<file path="src/rtl/bmc_pkg.sv">
// Purpose: Shared constants and carriers for the basic mode control register.
// Assumes: 16-bit management register at address zero.
// Notes:   Field positions and reset values are named once here.
package bmc_pkg;
  localparam logic [4:0]  BMC_ADDR          = 5'h00;
  localparam int          BMC_BIT_RESET     = 15;
  localparam int          BMC_BIT_LOOPBACK  = 14;
  localparam int          BMC_BIT_SPEED     = 13;
  localparam int          BMC_BIT_AUTONEG   = 12;
  localparam int          BMC_BIT_PWRDN     = 11;
  localparam int          BMC_BIT_ISOLATE   = 10;
  localparam int          BMC_BIT_RESTART   = 9;
  localparam int          BMC_BIT_DUPLEX    = 8;
  localparam int          BMC_BIT_COLTEST   = 7;
  localparam logic [15:0] BMC_RW_MASK       = 16'hFF80;
  localparam logic        BMC_LOOPBACK_RST  = 1'b0;
  localparam logic        BMC_PWRDN_RST     = 1'b0;
  localparam logic        BMC_ISOLATE_RST   = 1'b0;
  // Software reset duration in nanoseconds and in clock cycles at 100 ns.
  localparam int          BMC_SWRST_NS      = 1000;
  localparam int          BMC_CLK_NS        = 100;
  localparam int          BMC_SWRST_CYC     = (BMC_SWRST_NS + BMC_CLK_NS - 1) / BMC_CLK_NS;

  // Management access request.
  typedef struct packed {
    logic        wr_en;
    logic        rd_en;
    logic [4:0]  addr;
    logic [15:0] wdata;
  } bmc_req_t;

  // Strap values caught at reset.
  typedef struct packed {
    logic autoneg;
    logic speed;
    logic duplex;
  } bmc_strap_t;

  // Effective operating mode.
  typedef struct packed {
    logic speed_100;
    logic full_duplex;
    logic autoneg_en;
    logic power_down;
    logic isolate;
    logic loopback;
  } bmc_mode_t;
endpackage

</file>
<file path="src/rtl/bmc_ctrl.sv">
// Purpose: Basic mode control register of a 10/100 transceiver with its side effects.
// Assumes: Management accesses arrive as single-cycle strobes on core_clk.
// Notes:   Straps and the power down pin are asynchronous and are synchronised.
`timescale 1ns/1ps
`default_nettype none
module bmc_ctrl #(
  parameter int SWRST_CYC = bmc_pkg::BMC_SWRST_CYC
) (
  input  wire logic                core_clk,
  input  wire logic                reset,
  input  wire bmc_pkg::bmc_req_t   mgmt_req,
  output logic [15:0]              mgmt_rdata,
  input  wire bmc_pkg::bmc_strap_t strap_pins,
  input  wire logic                power_down_request_pin_n,
  input  wire logic                an_speed_100,
  input  wire logic                an_full_duplex,
  input  wire logic [3:0]          mii_txd,
  input  wire logic                mii_tx_en,
  input  wire logic [3:0]          line_rxd,
  input  wire logic                line_rx_dv,
  output logic [3:0]               mii_rxd,
  output logic                     mii_rx_dv,
  output logic                     mii_oe,
  output logic                     phy_core_reset,
  output bmc_pkg::bmc_mode_t       mode
);
  import bmc_pkg::*;

  logic [15:0] ctrl_reg;
  logic [15:0] ctrl_next;
  logic [7:0]  swrst_cnt_reg;
  logic        swrst_busy_reg;
  logic        relatch_reg;
  bmc_strap_t  strap_meta_reg;
  bmc_strap_t  strap_sync_reg;
  logic        pd_meta_reg;
  logic        pd_sync_n_reg;
  logic        wr_hit;

  assign wr_hit = mgmt_req.wr_en && (mgmt_req.addr == BMC_ADDR);

  // Two-stage synchronisers for straps and the power down pin.
  always_ff @(posedge core_clk) begin
    strap_meta_reg <= strap_pins;
    strap_sync_reg <= strap_meta_reg;
    pd_meta_reg    <= power_down_request_pin_n;
    pd_sync_n_reg  <= pd_meta_reg;
  end

  // Software reset sequencer; a write of 1 starts it at once.
  always_ff @(posedge core_clk) begin
    if (reset) begin
      swrst_busy_reg <= 1'b0;
      swrst_cnt_reg  <= 8'h00;
      relatch_reg    <= 1'b1;
    end else if (wr_hit && mgmt_req.wdata[BMC_BIT_RESET]) begin
      swrst_busy_reg <= 1'b1;
      swrst_cnt_reg  <= 8'(SWRST_CYC);
      relatch_reg    <= 1'b0;
    end else if (swrst_busy_reg) begin
      if (swrst_cnt_reg <= 8'h01) begin
        swrst_busy_reg <= 1'b0;
        relatch_reg    <= 1'b1;
      end
      swrst_cnt_reg <= swrst_cnt_reg - 8'h01;
    end else begin
      relatch_reg <= 1'b0;
    end
  end

  // Next value of the control word.
  always_comb begin
    ctrl_next = ctrl_reg;
    if (relatch_reg) begin
      ctrl_next                   = 16'h0000;
      ctrl_next[BMC_BIT_LOOPBACK] = BMC_LOOPBACK_RST;
      ctrl_next[BMC_BIT_PWRDN]    = BMC_PWRDN_RST;
      ctrl_next[BMC_BIT_ISOLATE]  = BMC_ISOLATE_RST;
      ctrl_next[BMC_BIT_AUTONEG]  = strap_sync_reg.autoneg;
      ctrl_next[BMC_BIT_SPEED]    = strap_sync_reg.speed;
      ctrl_next[BMC_BIT_DUPLEX]   = strap_sync_reg.duplex;
    end else if (wr_hit && !swrst_busy_reg) begin
      ctrl_next = mgmt_req.wdata & BMC_RW_MASK;
    end
    ctrl_next[BMC_BIT_RESET]   = 1'b0;
    ctrl_next[BMC_BIT_RESTART] = 1'b0;
    if (!pd_sync_n_reg) begin
      ctrl_next[BMC_BIT_PWRDN] = 1'b1;
    end
  end

  // Control word storage; a hardware reset waits for relatch to load straps.
  always_ff @(posedge core_clk) begin
    if (reset) begin
      ctrl_reg <= 16'h0000;
    end else begin
      ctrl_reg <= ctrl_next;
    end
  end

  // Read data, with the reset bit showing a reset in progress.
  always_ff @(posedge core_clk) begin
    if (reset) begin
      mgmt_rdata <= 16'h0000;
    end else if (mgmt_req.rd_en) begin
      if (mgmt_req.addr == BMC_ADDR) begin
        mgmt_rdata                <= ctrl_reg;
        mgmt_rdata[BMC_BIT_RESET] <= swrst_busy_reg;
      end else begin
        mgmt_rdata <= 16'h0000;
      end
    end
  end

  // Effective mode; auto-negotiation results override manual bits.
  always_ff @(posedge core_clk) begin
    if (reset) begin
      mode <= '0;
    end else begin
      mode.autoneg_en <= ctrl_reg[BMC_BIT_AUTONEG];
      if (ctrl_reg[BMC_BIT_AUTONEG]) begin
        mode.speed_100   <= an_speed_100;
        mode.full_duplex <= an_full_duplex;
      end else begin
        mode.speed_100   <= ctrl_reg[BMC_BIT_SPEED];
        mode.full_duplex <= ctrl_reg[BMC_BIT_DUPLEX];
      end
      mode.power_down <= ctrl_reg[BMC_BIT_PWRDN] | !pd_sync_n_reg;
      mode.isolate    <= ctrl_reg[BMC_BIT_ISOLATE];
      mode.loopback   <= ctrl_reg[BMC_BIT_LOOPBACK];
    end
  end

  // Core reset held during a software reset sequence.
  always_ff @(posedge core_clk) begin
    if (reset) begin
      phy_core_reset <= 1'b1;
    end else begin
      phy_core_reset <= swrst_busy_reg;
    end
  end

  // Receive path: loopback takes transmit nibbles; isolate releases MII.
  always_ff @(posedge core_clk) begin
    if (reset) begin
      mii_rxd   <= 4'h0;
      mii_rx_dv <= 1'b0;
      mii_oe    <= 1'b1;
    end else begin
      mii_oe <= ~ctrl_reg[BMC_BIT_ISOLATE];
      if (ctrl_reg[BMC_BIT_LOOPBACK]) begin
        mii_rxd   <= mii_txd;
        mii_rx_dv <= mii_tx_en;
      end else begin
        mii_rxd   <= line_rxd;
        mii_rx_dv <= line_rx_dv;
      end
    end
  end
endmodule
`default_nettype wire

</file>
<file path="config.mk">
export PLATFORM = sky130hd
export DESIGN_NAME = bmc_ctrl
export DESIGN_NICKNAME = d
export VERILOG_FILES = /design/src/rtl/bmc_pkg.sv /design/src/rtl/bmc_ctrl.sv
export SDC_FILE = /design/constraint.sdc
export NUM_CORES = 1
export LEC_CHECK = 0
export BUFFER_PORTS_ARGS = -buffer_cell sky130_fd_sc_hd__clkbuf_2
export CAP_MARGIN = 40
export CORE_MARGIN = 2
export CORE_UTILIZATION = 45
export DETAILED_ROUTE_END_ITERATION = 7
export PLACE_DENSITY = 0.75
export SYNTH_ARGS = -nofsm -noshare
export SYNTH_HDL_FRONTEND = slang
export SYNTH_SLANG_ARGS = --single-unit
</file>
<file path="constraint.sdc">
create_clock -name core_clk -period 2.3 [get_ports core_clk]
set_input_delay 0.46 -clock core_clk [delete_from_list [all_inputs] [get_ports core_clk]]
set_output_delay 0.46 -clock core_clk [all_outputs]
set_load 0.02 [all_outputs]
</file>
-- Word-level counts from Yosys, hierarchy flattened
Cells that the tools add are included.
- register bits: 54
- input port bits: 41
- add/subtract/negate cells: 1
- order comparisons: 1
- eq/ne operators: 2
- multiplexer cells: 15
- bitwise gates (word level): 2
- reduce and logical (&&, ||, !) cells: 10
- operators by type and width (operator ; count):
    $mux W14 ; 2
    $mux W16 ; 1
    $mux W4 ; 3
    $le A8 B1 Y1 const B ; 1
    $mux W1 ; 8
    $sub A8 B1 Y8 const B ; 1
    $logic_not A5 Y1 ; 1
    $reduce_bool A2 Y1 ; 2
    $reduce_or A2 Y1 ; 2
    $logic_and A1 B1 Y1 ; 3
    $ne A3 B1 Y1 const B ; 1
    $ne A3 B2 Y1 const B ; 1
    $logic_not A1 Y1 ; 2
    $mux W2 ; 1
    $not A1 Y1 ; 1
    $or A1 B1 Y1 ; 1

-- Depth between registers and ports, before layout
- word-level depth: 6
- mapped depth: 5

-- Least setup slack after synthesis
No wires, ideal clock.
- path type: input port to flip-flop
- from: input mgmt_req[18] in the netlist's numbering
- to: register ctrl_reg[12]
- library setup time: 0.132 ns
- arrival time: 1.385 ns
- data required time: 2.168 ns
- path slack: 0.784 ns
- cell stages on the path: 3
- path buffers: 0
- cells stage by stage: or4b_2 > o21ai_0 > a311oi_1
- longest elaborated chain between the ends: 4
- ends and longest elaborated chain (what ; RTL line ; text):
    start: declaration ; bmc_ctrl.sv:11 ; input wire bmc_pkg::bmc_req_t mgmt_req,
    $logic_not A5 Y1 ; bmc_ctrl.sv:40 ; assign wr_hit = mgmt_req.wr_en && (mgmt_req.addr == BMC_ADDR);
    $logic_and A1 B1 Y1 ; bmc_ctrl.sv:40 ;
    $logic_and A1 B1 Y1 ; bmc_ctrl.sv:82 ; end else if (wr_hit && !swrst_busy_reg) begin
    $reduce_bool A2 Y1 (no source line) ; -- ;
    end signal: assignment ; bmc_ctrl.sv:97 ; ctrl_reg <= ctrl_next;
    end: declaration ; bmc_ctrl.sv:29 ; logic [15:0] ctrl_reg;
No other way between the ends.
A chain may end at the register's enable or synchronous reset.

==> reports/results.tsv <==
stage	metric	value	unit
outcome	run_status	finished clean	
clock_tree	clkSlewWorstSetupHoldPaths	0.08	ns
sta	slew_violations	0	
sta	maxSlewHeadroom	59.6	%
yosys	ys_ff_latch	46	
yosys	yosysSeqAreaShare	53.1	%
yosys	synth_flop_cell	dfxtp_1	
yosys	yosys.area.top_type	dfxtp_1	
clock_tree	cts.repair.resized	0	
sta	worst_hold_slack	0.262	ns
critical_path	timing.rr.end	swrst_cnt_reg[5]	
floorplan	die_width	66.1	microns
sta	worst_slew_pin_slew	0.606	ns
global_routing	overflow	0	
floorplan	initial_core_util	47.0	%
detailed_routing	top_layer_used	met4	
floorplan	num_rows	22	
sta	setup_viol	0	
final_layout	finalCoreUtilization	56.9	%
floorplan	pin_count	70	
global_routing	antenna_found_initial	0	
sta	hold_viol	0	
place	port-buffer-count	53	
critical_path	end_kind	register	
power_and_ir_drop	p_per_area	691	nW/um^2
yosys	synthTopCellsByArea	dfxtp_1 (53%), a21oi_1 (5.8%), mux2i_1 (4.0%), nand4_1 (3.6%), buf_4 (3.5%)	
detailed_routing	avgViaCountPerCell	5.23	
final_layout	syn2layout_area_growth	20.9	%
final_layout	diodes	0	
power_and_ir_drop	ir_worst_vdd	0.545	mV
detailed_routing	dr.pass1.iters	4	
place	place_inst	270	
place	place_congestion	0.736	
sta	fin_crit	1.75	ns
clock_tree	cts.path.max_buffers	2	
sta	period_share	76.1	%
yosys	avgSynthCellArea	9.86	sq um
global_routing	first_global_vias	1246	
floorplan	die_h	66.1	microns
critical_path	reg2regPathDepth	3	
power_and_ir_drop	p_int	0.00111	W
power_and_ir_drop	sw_frac_of_total	23.3	%
global_routing	grt_start_max_net_pins	33	
yosys	synthDistinctLibCells	35	
detailed_routing	dr_total_vias	1455	
power_and_ir_drop	seqPwrFrac	57.5	%
detailed_routing	wire_per_inst	12.3	microns
detailed_routing	wl_met2	1760	microns
floorplan	fp.dieArea	4370	sq um
yosys	synth-edff-count	0	
hold_path	min_from	strap_pins[1]	
sta	setup-tns-final	0	ns
hold_path	hold_depth	1	
clock_tree	hold_buffers	0	
final_layout	register_area	921	sq um
yosys	netlist_area	1740	sq um
yosys	yosysMostFrequentCell	dfxtp_1	
sta	rsz0062_at_grt	no	
power_and_ir_drop	p_total	0.00145	W
critical_path	criticalPathCategory	register to register	
clock_tree	clock_sinks	46	
hold_path	hp-class	primary input to register	
sta	clock.fmax	572	MHz
detailed_routing	drcViolationCount	0	
global_routing	groute.usage.overall	16.0	%
clock_tree	numCtsBuffers	5	
critical_path	r2r-start	swrst_busy_reg	
critical_path	crit_path_max_fanout	12	
critical_path	crit_path_max_incr_delay	0.59	ns
critical_path	r2r_setup_slack	0.55	ns
clock_tree	clk_latency	0.29	ns
power_and_ir_drop	p_sw	0.000338	W
power_and_ir_drop	p_leak	0.870	nW
final_layout	instances_no_fill	278	
critical_path	cp-start-kind	register	
clock_tree	post_cts_buffers	0	
yosys	yosysWarnings	0	
place	dp_hpwl	2470	microns
yosys	yosys-top-cells-count	dfxtp_1 (46), a21oi_1 (20), nor2_1 (13)	
final_layout	n_fill_cell	365	
detailed_routing	met1_length	1450	microns
power_and_ir_drop	combPwrFrac	8.5	%
power_and_ir_drop	clkPwrFrac	34.0	%
detailed_routing	final_antenna_net_count	0	
yosys	netlist.area_leader.share	53.1	%
sta	skew	0.00392	ns
floorplan	coreArea	3690	sq um
clock_tree	cts_tree	yes	
critical_path	slowest_stage	dfxtp_1	
critical_path	cp_data_arrival_time	1.98	ns
critical_path	worstPathCellList	or4b_4 > or4_1 > a21oi_1	
yosys	synth-async-reset-ratio	0	%
detailed_routing	routed_wirelength	3430	microns
hold_path	whs_endpoint	strap_meta_reg[1]	
final_layout	multi_input_area	734	sq um
final_layout	nets	272	
yosys	netlist_instances	176	
global_routing	grt_first_pass_wirelength	5330	microns
clock_tree	htree_levels	2	
detailed_routing	first_iter_violations	59	
final_layout	drive_gt1_share	30.4	%
critical_path	critPathRequiredTime	2.53	ns
detailed_routing	met3WireLength	181	microns
clock_tree	root_buffer	clkbuf_8	
job	cap_violations	0	
[layout by cell type (no fill, tap or decap), types with 2 or more instances in the layout]
cell type  count
inv_1          5
nor2b_1        2
nand2_1        3
a311oi_1       3
a21oi_1       20
clkbuf_8       6
nor2_1        13
nand2b_1       9
o41ai_1        2
ha_1           2
nand4_1       10
nand3_1        6
mux2i_1        7
clkbuf_2      53
or4_1          2
dfxtp_1       46
o21ai_0       10
conb_1         8
or2_2          2
or3_1          5
[how the worst max path moves through the flow]
stage                         from          endpoint  slack, ns
global route        swrst_busy_reg  swrst_cnt_reg[5]       0.45
global placement      mgmt_req[18]       ctrl_reg[8]       0.56
detailed placement  swrst_busy_reg  swrst_cnt_reg[5]       0.56
finish              swrst_busy_reg  swrst_cnt_reg[5]       0.55
CTS                 swrst_busy_reg  swrst_cnt_reg[5]       0.53
floorplan             mgmt_req[18]      ctrl_reg[12]       0.78
[area by class of cell]
type	count	area share, %
Multi-Input combinational cell	117	35.0
Sequential cell	46	43.9
Tap cell	48	2.86
Clock buffer	7	4.11
Inverter	5	0.894
Clock inverter	1	0.239
Timing Repair Buffer	54	13.0
[layer usage]
layer	global-route usage (%)	vias up
li1	-	722
met3	5.11	7
met2	28.6	35
met4	5.87	0
met1	17.4	691
met5	0	-
[power groups by stage]
| stage | Sequential (W) | Clock (W) | Combinational (W) |
|---|---|---|---|
| 2_1_floorplan | 0.000862 | 0 | 0.0000691 |
| 3_3_place_gp | 0.000852 | 0 | 0.000122 |
| 3_5_place_dp | 0.000852 | 0 | 0.000123 |
| 4_1_cts | 0.000834 | 0.000507 | 0.000124 |
| 5_1_grt | 0.000836 | 0.000543 | 0.000135 |
| 6_report | 0.000834 | 0.000492 | 0.000123 |
[metrics by stage]
step                cell area, sq um  setup slack (ns)
finish                          2100             0.551
global route                    2100             0.448
CTS                             2100             0.528
detailed placement              2010             0.557
global placement                2010             0.558
floorplan                       1760             0.784
[worst max-delay path, delay by kind of cell, from the launching register on]
kind	cells	cell delay (ns)
flip-flops	1	0.59
AO/OA/AOI/OAI	1	0.14
AND/OR/NAND/NOR	2	0.97
[kinds of logic (layout without fill, tap and decap cells)]
kind of cell    count (synthesis)  in the layout  share of synthesized area, %
other cells                     1              8                         0.216
fa+ha+maj                       2              2                          1.44
flops                          46             46                          53.1
mux                             7              7                          4.04
xor+xnor                        2              2                          1.01
buf+inv                        20             67                          6.13
simple gates                   58             58                          20.3
compound gates                 40             40                          13.8
Power figures use the tool's default switching activity.
